`config.mk`:
```
export PLATFORM = sky130hd
export DESIGN_NAME = tsil_core
export DESIGN_NICKNAME = d
export VERILOG_FILES = /design/src/include/tsil_pkg.sv /design/src/hw/tsil_buf2.sv /design/src/hw/tsil_irq_status.sv /design/src/hw/tsil_core.sv
export VERILOG_INCLUDE_DIRS = /design/src /design/src/include
export SDC_FILE = /design/constraint.sdc
export NUM_CORES = 1
export LEC_CHECK = 0
export BUFFER_PORTS_ARGS = -buffer_cell sky130_fd_sc_hd__buf_4
export CAP_MARGIN = 5
export CELL_PAD_IN_SITES_DETAIL_PLACEMENT = 1
export CELL_PAD_IN_SITES_GLOBAL_PLACEMENT = 1
export CORE_ASPECT_RATIO = 1.25
export CORE_UTILIZATION = 28
export DETAILED_ROUTE_END_ITERATION = 7
export PLACE_DENSITY = 0.67
export SLEW_MARGIN = 30
export SYNTH_ARGS = -nofsm -noshare
export SYNTH_HDL_FRONTEND = slang
export SYNTH_SLANG_ARGS = --single-unit
export TNS_END_PERCENT = 1
```
`constraint.sdc`:
```
create_clock -name mclk -period 4.17 [get_ports mclk]
set_input_delay 0.2085 -clock mclk [delete_from_list [all_inputs] [get_ports mclk]]
set_output_delay 0.2085 -clock mclk [all_outputs]
set_load 0.03 [all_outputs]
```
`src/include/tsil_regs.svh`:
```
// Constants for the target sequence and interrupt status logic
//
// How it works
// [RQ1] Conclude: status, command-complete message, then release busy
// [RQ2] Disconnect reported only when function-done enable set
// [RQ3] Report command state code of last good phase
// [RQ4] Conclude: attention after status/message stops, flags attention
// [RQ5] Bus reset interrupt possible in any phase
// [RQ6] Chip reset command or master reset aborts command
// [RQ7] Host preloads status then linked message into transmit FIFO
// [RQ8] Link: status-in, message-in, command-out from transmit FIFO
// [RQ9] Command bytes of link go into receive FIFO
// [RQ10] Link: attention after status/message terminates, flags attention
// [RQ11] Parity: first byte sets parity and halt, later parity only
// [RQ12] Full command descriptor received sets function-done; code sets it only if the last byte had no parity error
// [RQ13] Pending interrupts shown as poll bit and request line
// [RQ14] Request line driven only while master enable set
// [RQ15] Any error flag also sets error summary flag
// [RQ16] Any status flag may raise interrupt, subject to enables
// [RQ17] Both status registers captured at start of read
// [RQ18] Read clears flags active at its start, except summary
// [RQ19] Error summary cleared only by error register read
// [RQ20] Interrupts during a read are loaded after it ends
// [RQ21] Request line receiver must be level sensitive
// [RQ22] Function-done and attention gated by own enables
// [RQ23] Poll bit ignores master enable
`ifndef TSIL_REGS_SVH
`define TSIL_REGS_SVH

// ----------------------------------------------------------------
// Command state codes
// ----------------------------------------------------------------
`define TSIL_CSC_NONE      4'h0
`define TSIL_CSC_CDB_START 4'h3
`define TSIL_CSC_CDB_DONE  4'h4
`define TSIL_CSC_STAT_SENT 4'hC
`define TSIL_CSC_MSG_SENT  4'hD
`define TSIL_CSC_DISC      4'hE

// ----------------------------------------------------------------
// Functional and error status bit positions
// ----------------------------------------------------------------
`define TSIL_FW        4
`define TSIL_EW        2
`define TSIL_F_FDONE   0
`define TSIL_F_ATTN    1
`define TSIL_F_BUSRST  2
`define TSIL_F_ESUM    3
`define TSIL_E_PARITY  0
`define TSIL_E_HALT    1

// ----------------------------------------------------------------
// Bytes and descriptor lengths
// ----------------------------------------------------------------
`define TSIL_MSG_CMD_COMPLETE 8'h00
`define TSIL_CDB_LEN_G0       4'h6
`define TSIL_CDB_LEN_G12      4'hA
`define TSIL_CDB_LEN_G5       4'hC
`define TSIL_CDB_GRP_LSB      5

`endif

```
`src/include/tsil_pkg.sv`:
```
// Types shared by the target sequence and interrupt status logic
package tsil_pkg;

	// Commands accepted on the command port
	typedef enum logic [1:0] {
		TSIL_CMD_CONCLUDE   = 2'h0,
		TSIL_CMD_LINK       = 2'h1,
		TSIL_CMD_CHIP_RESET = 2'h2,
		TSIL_CMD_NOP        = 2'h3
	} tsil_cmd_t;

	// Byte engine states
	typedef enum logic [2:0] {
		TSIL_S_IDLE  = 3'h0,
		TSIL_S_LOAD  = 3'h1,
		TSIL_S_REQ   = 3'h2,
		TSIL_S_REL   = 3'h3,
		TSIL_S_CHECK = 3'h4,
		TSIL_S_DISC  = 3'h5
	} tsil_state_t;

	// Bus information phase being driven
	typedef enum logic [1:0] {
		TSIL_PH_STATUS = 2'h0,
		TSIL_PH_MSGIN  = 2'h1,
		TSIL_PH_CMDOUT = 2'h2
	} tsil_phase_t;

endpackage

```
`src/hw/tsil_buf2.sv`:
```
// Two-entry buffer between command-out capture and receive FIFO port
`timescale 1ns/1ps
module tsil_buf2 #(
	parameter int W = 8
) (
	input  wire logic         mclk,
	input  wire logic         rst,
	input  wire logic [W-1:0] in_data,
	input  wire logic         in_valid,
	output logic              in_ready,
	output logic [W-1:0]      out_data,
	output logic              out_valid,
	input  wire logic         out_ready
);
	generate
		if (W < 1) begin : g_chk
			$error("tsil_buf2: width must be positive");
		end
	endgenerate

	logic [W-1:0] mem_ff [2];
	logic         wp_ff;
	logic         rp_ff;
	logic [1:0]   cnt_ff;
	logic         push;
	logic         pop;

	// Honest full and empty from the fill count
	assign in_ready  = (cnt_ff != 2'h2);
	assign out_valid = (cnt_ff != 2'h0);
	assign push      = in_valid && in_ready;
	assign pop       = out_valid && out_ready;

	// Storage write side
	always_ff @(posedge mclk or posedge rst) begin
		if (rst) begin
			mem_ff[0] <= '0;
			mem_ff[1] <= '0;
			wp_ff     <= 1'b0;
		end else if (push) begin
			mem_ff[wp_ff] <= in_data;
			wp_ff         <= ~wp_ff;
		end
	end

	// Read pointer and count
	always_ff @(posedge mclk or posedge rst) begin
		if (rst) begin
			rp_ff  <= 1'b0;
			cnt_ff <= 2'h0;
		end else begin
			if (pop)
				rp_ff <= ~rp_ff;
			if (push && !pop)
				cnt_ff <= cnt_ff + 2'h1;
			else if (pop && !push)
				cnt_ff <= cnt_ff - 2'h1;
		end
	end

	assign out_data = mem_ff[rp_ff];
endmodule

```
`src/hw/tsil_irq_status.sv`:
```
// Functional and error interrupt status registers with read capture
`timescale 1ns/1ps
`include "tsil_regs.svh"
module tsil_irq_status
	import tsil_pkg::*;
(
	input  wire logic                mclk,
	input  wire logic                rst,
	input  wire logic [`TSIL_FW-1:0] f_set,
	input  wire logic [`TSIL_EW-1:0] e_set,
	input  wire logic                rd_active,
	input  wire logic                rd_sel_error,
	input  wire logic                master_irq_enable,
	input  wire logic                function_done_irq_enable,
	input  wire logic                attention_irq_enable,
	output logic [7:0]               rd_data,
	output logic                     int_pending,
	output logic                     irq_request_line
);
	logic [`TSIL_FW-1:0] functional_irq_status_ff, nxt_functional_irq_status, snap_f_ff, pend_f_ff;
	logic [`TSIL_EW-1:0] error_irq_status_ff, nxt_error_irq_status, snap_e_ff, pend_e_ff;
	logic                rd_q_ff;
	logic                rd_start;
	logic                rd_end;
	logic [`TSIL_FW-1:0] f_in, f_mask, clr_f;

	// Error events also raise the summary flag
	always_comb begin
		f_in = f_set;
		f_in[`TSIL_F_ESUM] = f_set[`TSIL_F_ESUM] | (|e_set); // see [RQ15]
	end

	assign rd_start = rd_active && !rd_q_ff;
	assign rd_end   = !rd_active && rd_q_ff;

	always_ff @(posedge mclk or posedge rst) begin
		if (rst)
			rd_q_ff <= 1'b0;
		else
			rd_q_ff <= rd_active;
	end

	// Snapshot of both registers and the stable read data
	always_ff @(posedge mclk or posedge rst) begin
		if (rst) begin
			snap_f_ff <= '0;
			snap_e_ff <= '0;
			rd_data   <= 8'h00;
		end else if (rd_start) begin
			snap_f_ff <= functional_irq_status_ff; // see [RQ17]
			snap_e_ff <= error_irq_status_ff;
			rd_data   <= rd_sel_error ? {{(8-`TSIL_EW){1'b0}}, error_irq_status_ff} : {{(8-`TSIL_FW){1'b0}}, functional_irq_status_ff};
		end
	end

	// Events during a read wait here until it ends
	always_ff @(posedge mclk or posedge rst) begin
		if (rst) begin
			pend_f_ff <= '0;
			pend_e_ff <= '0;
		end else if (rd_active) begin
			pend_f_ff <= pend_f_ff | f_in; // see [RQ20]
			pend_e_ff <= pend_e_ff | e_set;
		end else begin
			pend_f_ff <= '0;
			pend_e_ff <= '0;
		end
	end

	// Clear set at read end; summary only on an error read
	always_comb begin
		clr_f = rd_sel_error ? '0 : snap_f_ff; // see [RQ18]
		clr_f[`TSIL_F_ESUM] = rd_sel_error; // see [RQ19]
		nxt_functional_irq_status = functional_irq_status_ff;
		nxt_error_irq_status = error_irq_status_ff;
		if (rd_end) begin
			// Held and current events win over the clear
			nxt_functional_irq_status = (functional_irq_status_ff & ~clr_f) | pend_f_ff | f_in; // see [RQ20]
			nxt_error_irq_status = (error_irq_status_ff & ~(rd_sel_error ? snap_e_ff : '0)) | pend_e_ff | e_set;
		end else if (!rd_active) begin
			nxt_functional_irq_status = functional_irq_status_ff | f_in;
			nxt_error_irq_status = error_irq_status_ff | e_set;
		end
	end

	always_ff @(posedge mclk or posedge rst) begin
		if (rst) begin
			functional_irq_status_ff <= '0;
			error_irq_status_ff <= '0;
		end else begin
			functional_irq_status_ff <= nxt_functional_irq_status;
			error_irq_status_ff <= nxt_error_irq_status;
		end
	end

	// Enable gating; the poll bit ignores the master enable
	always_comb begin
		f_mask = '1;
		f_mask[`TSIL_F_FDONE] = function_done_irq_enable; // see [RQ22], [RQ2]
		f_mask[`TSIL_F_ATTN]  = attention_irq_enable;
	end

	assign int_pending      = (|(functional_irq_status_ff & f_mask)) | (|error_irq_status_ff); // see [RQ16], [RQ23], [RQ13]
	assign irq_request_line = int_pending && master_irq_enable; // see [RQ14]
endmodule

```
`src/hw/tsil_core.sv`:
```
// Target conclude and link sequences with interrupt reporting
`timescale 1ns/1ps
`include "tsil_regs.svh"
module tsil_core
	import tsil_pkg::*;
#(
	parameter int DW = 8
) (
	input  wire logic          mclk,
	input  wire logic          rst,
	input  wire logic          cmd_valid,
	input  wire tsil_cmd_t     cmd_code,
	output logic               cmd_busy,
	output logic [3:0]         cmd_state_code,
	input  wire logic [DW-1:0] tx_data,
	input  wire logic          tx_valid,
	output logic               tx_ready,
	output logic [DW-1:0]      rx_data,
	output logic               rx_valid,
	input  wire logic          rx_ready,
	output logic [DW-1:0]      bus_data_out,
	output logic               bus_data_oe,
	input  wire logic [DW-1:0] bus_data_in,
	input  wire logic          bus_parity_err,
	output logic               bus_req,
	input  wire logic          bus_ack,
	input  wire logic          bus_atn,
	input  wire logic          bus_rst_in,
	output logic               bus_bsy,
	output logic               bus_io,
	output logic               bus_cd,
	output logic               bus_msg,
	input  wire logic          stat_rd_active,
	input  wire logic          stat_rd_sel_error,
	output logic [7:0]         stat_rd_data,
	input  wire logic          master_irq_enable,
	input  wire logic          function_done_irq_enable,
	input  wire logic          attention_irq_enable,
	output logic               int_pending,
	output logic               irq_request_line
);
	generate
		if (DW != 8) begin : g_chk
			$error("tsil_core: bus data width must be 8");
		end
	endgenerate

	// ----------------------------------------------------------------
	// Declarations
	// ----------------------------------------------------------------
	tsil_state_t         state_ff, nxt_state;
	tsil_phase_t         phase_ff, nxt_phase;
	logic                link_ff, nxt_link;
	logic                bsy_ff, nxt_bsy;
	logic [3:0]          csc_ff, nxt_csc;
	logic [DW-1:0]       dout_ff, nxt_dout;
	logic [3:0]          cnt_ff, nxt_cnt;
	logic [3:0]          len_ff, nxt_len;
	logic                perr_ff, nxt_perr;
	logic [`TSIL_FW-1:0] f_set_ff, nxt_f_set;
	logic [`TSIL_EW-1:0] e_set_ff, nxt_e_set;
	logic                buf_in_ready;
	logic                buf_push;
	logic                abort;

	// Length of a command descriptor from its group code
	function automatic logic [3:0] cdb_len(input logic [DW-1:0] opc);
		case (opc[DW-1:`TSIL_CDB_GRP_LSB])
			3'h1, 3'h2: cdb_len = `TSIL_CDB_LEN_G12;
			3'h5:       cdb_len = `TSIL_CDB_LEN_G5;
			default:    cdb_len = `TSIL_CDB_LEN_G0;
		endcase
	endfunction

	// Phase line decode, used by the engine outputs
	function automatic logic [2:0] phase_lines(input tsil_phase_t ph);
		case (ph)
			TSIL_PH_STATUS: phase_lines = 3'h6; // io, cd, msg
			TSIL_PH_MSGIN:  phase_lines = 3'h7;
			TSIL_PH_CMDOUT: phase_lines = 3'h2;
			default:        phase_lines = 3'h0;
		endcase
	endfunction

	// Bus reset or chip reset command kills any sequence
	assign abort = bus_rst_in || (cmd_valid && cmd_code == TSIL_CMD_CHIP_RESET); // see [RQ6], [RQ5]

	// ----------------------------------------------------------------
	// Sequence engine
	// ----------------------------------------------------------------
	always_comb begin
		nxt_state = state_ff;
		nxt_phase = phase_ff;
		nxt_link  = link_ff;
		nxt_bsy   = bsy_ff;
		nxt_csc   = csc_ff;
		nxt_dout  = dout_ff;
		nxt_cnt   = cnt_ff;
		nxt_len   = len_ff;
		nxt_perr  = perr_ff;
		nxt_f_set = '0;
		nxt_e_set = '0;
		tx_ready  = 1'b0;
		buf_push  = 1'b0;
		if (abort) begin
			nxt_state = TSIL_S_IDLE;
			nxt_bsy   = 1'b0;
			nxt_f_set[`TSIL_F_BUSRST] = bus_rst_in; // see [RQ5]
		end else begin
			case (state_ff)
				TSIL_S_IDLE: begin
					if (cmd_valid && (cmd_code == TSIL_CMD_CONCLUDE || cmd_code == TSIL_CMD_LINK)) begin
						nxt_link  = (cmd_code == TSIL_CMD_LINK);
						nxt_phase = TSIL_PH_STATUS;
						nxt_bsy   = 1'b1;
						nxt_csc   = `TSIL_CSC_NONE;
						nxt_state = TSIL_S_LOAD;
					end
				end
				TSIL_S_LOAD: begin
					if (phase_ff == TSIL_PH_CMDOUT) begin
						// Hold off the next byte while the buffer is full
						if (buf_in_ready)
							nxt_state = TSIL_S_REQ;
					end else if (phase_ff == TSIL_PH_MSGIN && !link_ff) begin
						nxt_dout  = `TSIL_MSG_CMD_COMPLETE; // see [RQ1]
						nxt_state = TSIL_S_REQ;
					end else if (tx_valid) begin
						tx_ready  = 1'b1; // see [RQ8], [RQ7]
						nxt_dout  = tx_data;
						nxt_state = TSIL_S_REQ;
					end
				end
				TSIL_S_REQ: begin
					if (bus_ack) begin
						if (phase_ff == TSIL_PH_CMDOUT) begin
							buf_push = 1'b1; // see [RQ9]
							nxt_perr = bus_parity_err;
							if (cnt_ff == 4'h0)
								nxt_len = cdb_len(bus_data_in);
						end
						nxt_state = TSIL_S_REL;
					end
				end
				TSIL_S_REL: begin
					if (!bus_ack)
						nxt_state = TSIL_S_CHECK;
				end
				TSIL_S_CHECK: begin
					case (phase_ff)
						TSIL_PH_STATUS: begin
							nxt_csc = `TSIL_CSC_STAT_SENT; // see [RQ3]
							if (bus_atn) begin
								nxt_f_set[`TSIL_F_ATTN] = 1'b1; // see [RQ4], [RQ10]
								nxt_state = TSIL_S_IDLE;
							end else begin
								nxt_phase = TSIL_PH_MSGIN; // see [RQ1], [RQ8]
								nxt_state = TSIL_S_LOAD;
							end
						end
						TSIL_PH_MSGIN: begin
							nxt_csc = `TSIL_CSC_MSG_SENT; // see [RQ3]
							if (bus_atn) begin
								nxt_f_set[`TSIL_F_ATTN] = 1'b1; // see [RQ4], [RQ10]
								nxt_state = TSIL_S_IDLE;
							end else if (link_ff) begin
								nxt_phase = TSIL_PH_CMDOUT; // see [RQ8]
								nxt_cnt   = 4'h0;
								nxt_state = TSIL_S_LOAD;
							end else begin
								nxt_state = TSIL_S_DISC;
							end
						end
						default: begin
							nxt_csc = `TSIL_CSC_CDB_START;
							nxt_cnt = cnt_ff + 4'h1;
							if (perr_ff) begin
								nxt_e_set[`TSIL_E_PARITY] = 1'b1; // see [RQ11]
								nxt_e_set[`TSIL_E_HALT]   = (cnt_ff == 4'h0);
							end
							if (perr_ff && cnt_ff == 4'h0) begin
								nxt_state = TSIL_S_IDLE;
							end else if (cnt_ff + 4'h1 == len_ff) begin
								nxt_csc = `TSIL_CSC_CDB_DONE; // see [RQ12]
								nxt_f_set[`TSIL_F_FDONE] = !perr_ff;
								nxt_state = TSIL_S_IDLE;
							end else begin
								nxt_state = TSIL_S_LOAD;
							end
						end
					endcase
				end
				TSIL_S_DISC: begin
					// Busy released, then completion flagged
					nxt_bsy   = 1'b0; // see [RQ1]
					nxt_csc   = `TSIL_CSC_DISC;
					nxt_f_set[`TSIL_F_FDONE] = 1'b1; // see [RQ4], [RQ2]
					nxt_state = TSIL_S_IDLE;
				end
				default: nxt_state = TSIL_S_IDLE;
			endcase
		end
	end

	// Engine state and phase
	always_ff @(posedge mclk or posedge rst) begin
		if (rst) begin
			state_ff <= TSIL_S_IDLE; // see [RQ6]
			phase_ff <= TSIL_PH_STATUS;
			link_ff  <= 1'b0;
		end else begin
			state_ff <= nxt_state;
			phase_ff <= nxt_phase;
			link_ff  <= nxt_link;
		end
	end

	// Bus drive registers
	always_ff @(posedge mclk or posedge rst) begin
		if (rst) begin
			bsy_ff  <= 1'b0;
			dout_ff <= '0;
		end else begin
			bsy_ff  <= nxt_bsy;
			dout_ff <= nxt_dout;
		end
	end

	// Descriptor counting and state code
	always_ff @(posedge mclk or posedge rst) begin
		if (rst) begin
			cnt_ff  <= 4'h0;
			len_ff  <= `TSIL_CDB_LEN_G0;
			perr_ff <= 1'b0;
			csc_ff  <= `TSIL_CSC_NONE;
		end else begin
			cnt_ff  <= nxt_cnt;
			len_ff  <= nxt_len;
			perr_ff <= nxt_perr;
			csc_ff  <= nxt_csc;
		end
	end

	// Event pulses toward the status registers
	always_ff @(posedge mclk or posedge rst) begin
		if (rst) begin
			f_set_ff <= '0;
			e_set_ff <= '0;
		end else begin
			f_set_ff <= nxt_f_set;
			e_set_ff <= nxt_e_set;
		end
	end

	// ----------------------------------------------------------------
	// Outputs
	// ----------------------------------------------------------------
	// Phase lines stay valid only while connected
	assign {bus_io, bus_cd, bus_msg} = bsy_ff ? phase_lines(phase_ff) : 3'h0;
	assign bus_bsy        = bsy_ff;
	assign bus_req        = (state_ff == TSIL_S_REQ);
	assign bus_data_out   = dout_ff;
	assign bus_data_oe    = bsy_ff && (phase_ff != TSIL_PH_CMDOUT);
	assign cmd_busy       = (state_ff != TSIL_S_IDLE);
	assign cmd_state_code = csc_ff; // see [RQ3]

	// ----------------------------------------------------------------
	// Receive path and status registers
	// ----------------------------------------------------------------
	tsil_buf2 #(
		.W (DW)
	) u_rx_buf (
		.mclk      (mclk),
		.rst       (rst),
		.in_data   (bus_data_in),
		.in_valid  (buf_push),
		.in_ready  (buf_in_ready),
		.out_data  (rx_data),
		.out_valid (rx_valid),
		.out_ready (rx_ready)
	);

	tsil_irq_status u_irq (
		.mclk                     (mclk),
		.rst                      (rst),
		.f_set                    (f_set_ff),
		.e_set                    (e_set_ff),
		.rd_active                (stat_rd_active),
		.rd_sel_error             (stat_rd_sel_error),
		.master_irq_enable        (master_irq_enable),
		.function_done_irq_enable (function_done_irq_enable),
		.attention_irq_enable     (attention_irq_enable),
		.rd_data                  (stat_rd_data),
		.int_pending              (int_pending),
		.irq_request_line         (irq_request_line)
	);
endmodule

```
==> impl_results.md, run 1 <==
* Detailed-route vias per instance at 4.67
* Minimum clock period after layout at 2900 ps
* Share of flip-flops with an asynchronous set or reset at 1.00
* Setup slack on the worst flop-to-flop path at 1270 ps
* Die area at 13000 µm²
* Global-route wire length before repair at 13700 µm
* Wire length after detailed routing at 8240 µm
* Initial antenna violation count at 0
* Yosys top cell by area: sky130_fd_sc_hd__dfrtp_1
* FP Rows at 45
* Critical path arrival at 3110 ps
* Global routing usage summed across all routing layers at 0.138
* Number of cells on the worst reg-to-reg path at 5
* Count of routing violations after the opening detailed-route iteration at 94
* Largest stage delay on the critical path at 640 ps
* Met1 track demand over resource in global routing at 0.170
* Net load switching power at 524 µW
* Number of resized instances in the post-cts repair step at 0
* Initial standard-cell utilization of the core at 0.289
* Clock-pin slew of the registers on the worst-case setup and hold paths at 60 ps
* Die height at 127 µm
* Share of synthesized area occupied by flip-flops and latches at 0.528
* Maximum number of pins on one net before global-route repair at 43
* Number of design rule violations left after detail routing at 0
* Storage element area at 1850 µm²
* Synth top cells by count: sky130_fd_sc_hd__dfrtp_1 (72), sky130_fd_sc_hd__mux2_2 (29), sky130_fd_sc_hd__nand2_1 (27)
* Largest cells by area after synthesis: sky130_fd_sc_hd__dfrtp_1 (51%), sky130_fd_sc_hd__mux2_2 (9.3%), sky130_fd_sc_hd__nand2_1 (2.9%)
* Cell Int Power at 1330 µW
* Total placed instance area at 4140 µm²
* Worst skew pair latency at 330 ps
* FF+latch count, synth at 74
* Maximum clock path buffer count at 2
* Number of flops mapped to enable cells by yosys at 0
* Portion of total power attributed to combinational logic at 0.175
* Seq pwr share at 0.448
* Library cells used by synthesis at 50
* PwrDens at 420 nW/µm²
* Destination of the worst register-to-register timing path: u_rx_buf.mem_ff[10]$_DFFE_PP0P_
* Avg Cell Area, Syn at 10.8 µm²
* Multi-input logic area at 1530 µm²
* Via count of the first global-routing pass at 2712
* Placed wire-length estimate after detailed placement at 6070 µm
* Synth Instances at 326
* Number of vias after detailed routing at 2605
* Post-route fraction of the period consumed by the critical path at 0.694
* Highest-delay cell along the critical path: sky130_fd_sc_hd__nor2b_1
* Pins Over Slew Limit at 0
* Startpoint of the worst-slack reg-to-reg timing path: state_ff[2]$_DFFE_PP0P_
* Met3 track utilization from global routing at 0.0350
* Peak supply drop at 178 µV
* Routability congestion estimate at 0.797
* Synthesized cell area at 3510 µm²
* Highest clock rate at 345 MHz
* WL per Instance at 14.8 µm
* Static leakage at 0.00210 µW
* Run status: finished clean
* Top-level I/O count at 71
* Diodes inserted at 0
* Max-capacitance violation count at 0
* Data required time of the critical path at 4390 ps
* Overall overflow remaining after global route at 0
* Setup TNS at 0 ps
* H-tree lvl count at 3
* Antenna Violating Nets Remaining at 0
* Setup repair after global routing missed its margin: false
* Switching Share at 0.282
* Worst Hold Margin at 5.34 ps
* Clk network pwr share at 0.377
* Die span in x at 102 µm
* Area fraction of the dominant cell type after synthesis at 0.513
* IO Port Bufs at 66
* Most instantiated library cell after synthesis: sky130_fd_sc_hd__dfrtp_1
* Clock root buffer master: sky130_fd_sc_hd__clkbuf_16
* Final-layout fill cell count at 1400
* Clock sink count at 74
* Clock tree from TritonCTS: done
* Global routing's busiest layer: met2
* Final Hold Viols at 0
* Signed area change from the synthesized netlist to the final layout at 25.9%
* Max-slew headroom at the worst pin at 0.445
* Number of nets at the end of the flow at 425
* Final design area excluding fillers at 4420 µm²
* Kind of capture point of the worst setup path: register
* Class of the most critical setup path: reg -> reg
* Length of the first detailed-routing pass in iterations at 4
* Worst min-delay path category: in -> async
* Fraction of layout instances using a drive strength above 1 at 0.310
* Met2 global-route usage at 0.227
* Maximum fanout along the worst path at 13
* Main flop type after synthesis: sky130_fd_sc_hd__dfrtp_1
* Endpoints failing setup at 0
* Least-Margin Pin Slew at 826 ps
* Worst-path cell chain: or2_2 -> or4_1 -> a21oi_2 -> nor2b_1 -> mux2_2
* TritonCTS Buffers at 9
* Maximum clock skew at final layout at 4.27 ps
* Std-Cell Core Area at 12200 µm²
* Number of warnings issued by yosys at 0
* Crit start category: register
final cells by class:
class                           instances  area share
Inverter                               14      0.0119
Tap cell                              164      0.0464
Clock inverter                          5     0.00707
Multi-Input combinational cell        223       0.345
Sequential cell                        74       0.419
Clock buffer                           10      0.0540
Timing Repair Buffer                   68       0.116
through the flow:
| stage | worst slack [ps] | power [µW] | std cells | utilization |
|---|---|---|---|---|
| floorplan | 1900 | 1040 | 329 | - |
| CTS | 1220 | 1890 | 558 | 0.364 |
| global placement | 1360 | 1170 | 542 | 0.341 |
| global route | 1140 | 1950 | 558 | 0.364 |
| finish | 1270 | 1860 | 558 | 0.364 |
| detailed placement | 1240 | 1180 | 542 | 0.341 |
metal layers:
layer,share of wire,wire [µm]
met1,0.44,3660
met2,0.50,4140
met3,0.034,281
met4,0.019,159
met5,0,0
cell families (layout without fill, tap and decap cells):
group                    Yosys count  after routing  synth area share
AND/OR/NAND/NOR                  105            105             0.159
flip-flops                        74             74             0.528
AO/OA/AOI/OAI                     67             67             0.124
multiplexers                      35             35             0.112
buffers and inverters             32             97            0.0403
XOR/XNOR                           9              9            0.0264
adder cells (fa/ha/maj)            3              3            0.0107
other                              1              4           0.00107
worst max-delay path: cells and delay by family (launching register included):
kind             cells  cell delay, ps
AO/OA/AOI/OAI        1             270
flip-flops           1             500
multiplexers         1             410
AND/OR/NAND/NOR      3            1600
how the worst max path moves through the flow:
| stage | startpoint | to | slack, ps | depth (start not counted) |
|---|---|---|---|---|
| 2_1_floorplan | state_ff[2]$_DFFE_PP0P_ | bus_data_out[0]$_DFFE_PP0P_ | 1900 | 4 |
| 3_3_place_gp | state_ff[2]$_DFFE_PP0P_ | u_rx_buf.mem_ff[10]$_DFFE_PP0P_ | 1360 | 5 |
| 3_5_place_dp | state_ff[2]$_DFFE_PP0P_ | u_rx_buf.mem_ff[10]$_DFFE_PP0P_ | 1240 | 5 |
| 4_1_cts | state_ff[2]$_DFFE_PP0P_ | u_rx_buf.mem_ff[10]$_DFFE_PP0P_ | 1220 | 5 |
| 5_1_grt | state_ff[2]$_DFFE_PP0P_ | u_rx_buf.mem_ff[10]$_DFFE_PP0P_ | 1140 | 5 |
| 6_report | state_ff[2]$_DFFE_PP0P_ | u_rx_buf.mem_ff[10]$_DFFE_PP0P_ | 1270 | 5 |
what timing repair did:
action,CTS,global route
hold buffers,1,0
setup buffers,0,0
hold endpoints to repair,1,0
power by group through the flow:
stage / logic, µW / registers [µW] / clock network, µW
after floorplan: 137 / 903 / 0
after global placement: 325 / 843 / 0
after detailed placement: 329 / 846 / 0
after CTS: 331 / 834 / 724
after global routing: 352 / 844 / 759
final: 325 / 833 / 700
layout by cell type, fill, tap and decap left out, types with 3 or more instances in the layout:
cell                        count
sky130_fd_sc_hd__clkinv_2       3
sky130_fd_sc_hd__nor2_1        21
sky130_fd_sc_hd__conb_1         4
sky130_fd_sc_hd__mux2_2        29
sky130_fd_sc_hd__and2_1         5
sky130_fd_sc_hd__buf_4         67
sky130_fd_sc_hd__ha_1           3
sky130_fd_sc_hd__xnor2_1        4
sky130_fd_sc_hd__nor3b_1        4
sky130_fd_sc_hd__nand2b_1      10
sky130_fd_sc_hd__o21ai_0       20
sky130_fd_sc_hd__xor2_1         4
sky130_fd_sc_hd__a21oi_1       14
sky130_fd_sc_hd__nand3_1        4
sky130_fd_sc_hd__or2_2          4
sky130_fd_sc_hd__or4_1          3
sky130_fd_sc_hd__mux2_1         4
sky130_fd_sc_hd__nand2_1       27
sky130_fd_sc_hd__nor3_1         6
sky130_fd_sc_hd__dfrtp_1       72
sky130_fd_sc_hd__or3_1          6
sky130_fd_sc_hd__nor2b_1        5
sky130_fd_sc_hd__inv_1         13
sky130_fd_sc_hd__o21a_1         6
sky130_fd_sc_hd__a22o_1         9
sky130_fd_sc_hd__clkbuf_16      9
sequential cells by signal, indices dropped and copies added, names as in the netlist, 3 cells and up:
register                        cells
u_rx_buf.mem_ff                    16
cnt_ff                              4
cmd_state_code                      4
f_set_ff                            3
state_ff                            3
u_irq.functional_irq_status_ff      4
u_irq.pend_f_ff                     4
len_ff                              3
bus_data_out                        8
u_irq.snap_f_ff                     3
u_irq.rd_data                       4
No activity file was read; power rests on OpenSTA's default activity.
==> inputs of run 2 (changes only) <==
- PLACE_DENSITY: 0.67 -> 0.69
- clock period: 4.17 -> 2.5 ns (I/O delays scaled with it)
==> run 2 against run 1 <==
Net effect:
- clock skew is 3.3 ps higher
- sequential share of layout area is 1.6 points lower
- final cell count is 2.7% higher
- combinational power is 74% higher
- via count is 1.7% higher
- clock power is 86% higher
- routed wire length is 3.8% higher
- worst setup slack worse by 1100 ps
- sequential power is 67% higher
- count of clock-buffer cells in the layout is 1 lower
- sequential cell count stayed put
- core utilization is 1.5 points higher
- critical path type is now in -> reg
- largest cell class unchanged
- largest power group unchanged
==> impl_results.md, run 2 (synthesis results as in run 1) <==
* Setup TNS at 0 ps
* Maximum clock path buffer count at 2
* Total placed instance area at 4220 µm²
* Fraction of layout instances using a drive strength above 1 at 0.323
* TritonCTS Buffers at 9
* Final design area excluding fillers at 4600 µm²
* Number of cells on the worst reg-to-reg path at 6
* Final Hold Viols at 0
* Global routing's busiest layer: met2
* Global-route wire length before repair at 14300 µm
* Initial standard-cell utilization of the core at 0.289
* Top library cells by usage in the layout, fill and taps aside: sky130_fd_sc_hd__buf_4 (74), sky130_fd_sc_hd__dfrtp_1 (72), sky130_fd_sc_hd__mux2_2 (29)
* Initial antenna violation count at 0
* Destination of the worst register-to-register timing path: cnt_ff[3]$_DFFE_PP0P_
* Via count of the first global-routing pass at 2933
* Signed area change from the synthesized netlist to the final layout at 31.0%
* H-tree lvl count at 3
* Post-placement cell count at 550
* Class of the most critical setup path: in -> reg
* Peak supply drop at 292 µV
* Minimum clock period after layout at 2310 ps
* Top reg by flops: u_rx_buf.mem_ff
* Least-Margin Pin Slew at 521 ps
* Static leakage at 0.00219 µW
* Worst skew pair latency at 340 ps
* Multi-input logic area at 1540 µm²
* Diodes inserted at 0
* Global routing usage summed across all routing layers at 0.144
* FP Rows at 45
* Met1 track demand over resource in global routing at 0.173
* Routability congestion estimate at 0.797
* Final-layout fill cell count at 1423
* Met3 track utilization from global routing at 0.0252
* Count of routing violations after the opening detailed-route iteration at 95
* Startpoint of the worst-slack reg-to-reg timing path: state_ff[2]$_DFFE_PP0P_
* IO Port Bufs at 66
* Clock sink count at 74
* Flip-flop count of the largest register after layout at 16
* Endpoints failing setup at 0
* Worst Hold Margin at 11.2 ps
* Maximum clock skew at final layout at 7.58 ps
* Kind of capture point of the worst setup path: register
* Overall overflow remaining after global route at 0
* PwrDens at 706 nW/µm²
* Data required time of the critical path at 2720 ps
* Std-Cell Core Area at 12200 µm²
* Critical path endpoint: u_rx_buf.mem_ff[10]$_DFFE_PP0P_
* Setup repair after global routing missed its margin: false
* Number of nets at the end of the flow at 439
* Run status: finished clean
* Antenna Violating Nets Remaining at 0
* Critical path arrival at 2530 ps
* Setup slack on the worst flop-to-flop path at 270 ps
* Highest clock rate at 432 MHz
* Number of vias after detailed routing at 2649
* Pins Over Slew Limit at 0
* Crit start category: primary input
* WL per Instance at 14.9 µm
* Length of the first detailed-routing pass in iterations at 4
* Max-capacitance violation count at 0
* Placed wire-length estimate after detailed placement at 6150 µm
* Post-Layout Cell Count at 573
* Clock tree from TritonCTS: done
* Worst min-delay path category: in -> reg
* Post-route fraction of the period consumed by the critical path at 0.925
* Maximum fanout along the worst path at 8
* Max-slew headroom at the worst pin at 0.652
* Clock root buffer master: sky130_fd_sc_hd__clkbuf_16
* Die area at 13000 µm²
* Storage element area at 1850 µm²
* Leading cell type in the layout, fill and taps excluded: sky130_fd_sc_hd__buf_4
* CP Launch Point: bus_rst_in
* Number of design rule violations left after detail routing at 0
* Met2 global-route usage at 0.242
* Die span in x at 102 µm
* Maximum number of pins on one net before global-route repair at 52
* Top-level I/O count at 71
* Clock-pin slew of the registers on the worst-case setup and hold paths at 60 ps
* Wire length after detailed routing at 8560 µm
* Detailed-route vias per instance at 4.62
* Die height at 127 µm
==> run 2: stage by stage <==
| step | power [µW] | setup slack [ps] | utilization |
|---|---|---|---|
| 2_1_floorplan | 1730 | 232 | - |
| 3_3_place_gp | 1950 | 192 | 0.347 |
| 3_5_place_dp | 1970 | 159 | 0.347 |
| 4_1_cts | 3290 | 51.3 | 0.377 |
| 5_1_grt | 3390 | 76.0 | 0.378 |
| 6_report | 3250 | 187 | 0.378 |
==> run 2: layer usage <==
metal  vias up  wire, µm  share of wire
li1       1292         -              -
met1      1291      3700           0.43
met2        52      4330           0.51
met3        14       311          0.036
met4         0       214          0.025
met5         -         0              0
==> run 2: layout make-up <==
| type | instances | share of cell area |
|---|---|---|
| repair buffers | 82 | 0.140 |
| clock buffers | 9 | 0.0490 |
| inverters | 14 | 0.0114 |
| flip-flops and latches | 74 | 0.403 |
| multi-input cells | 223 | 0.335 |
| well taps | 164 | 0.0446 |
| clock inverters | 7 | 0.0169 |
==> run 2: worst min-delay path by stage <==
stage	from	end	slack (ps)	cells after the start
after CTS	bus_data_in[7]	len_ff[1]$_DFFE_PP1P_	2	2
after global placement	rst	u_rx_buf.mem_ff[0]$_DFFE_PP0P_	190	2
after floorplan	stat_rd_active	u_irq.rd_q_ff$_DFF_PP0_	160	0
final	stat_rd_active	u_irq.rd_q_ff$_DFF_PP0_	10	1
after global routing	stat_rd_active	u_irq.rd_q_ff$_DFF_PP0_	10	1
after detailed placement	rst	u_rx_buf.mem_ff[0]$_DFFE_PP0P_	210	2
==> run 2: timing repair <==
item,4_1_cts,5_1_grt
resized for setup,0,2
setup endpoints to repair,0,8
endpoints found under the hold margin,27,0
hold buffers,7,0
buffers inserted,0,0
==> run 2: power breakdown <==
group	total, µW	internal, µW	leakage [µW]	switching [µW]
Clock	1300	779	0.000146	517
Combinational	566	243	0.00106	323
Sequential	1390	1310	0.000983	79.7
==> run 2: critical path, stage by stage <==
cell and delay, ps:
sky130_fd_sc_hd__dlygate4sd3_1 540, sky130_fd_sc_hd__buf_4 140, sky130_fd_sc_hd__or2_2 280, sky130_fd_sc_hd__or4_4 560, sky130_fd_sc_hd__a21oi_4 180, sky130_fd_sc_hd__nor2b_1 160
sky130_fd_sc_hd__buf_4 180, sky130_fd_sc_hd__mux2_2 350
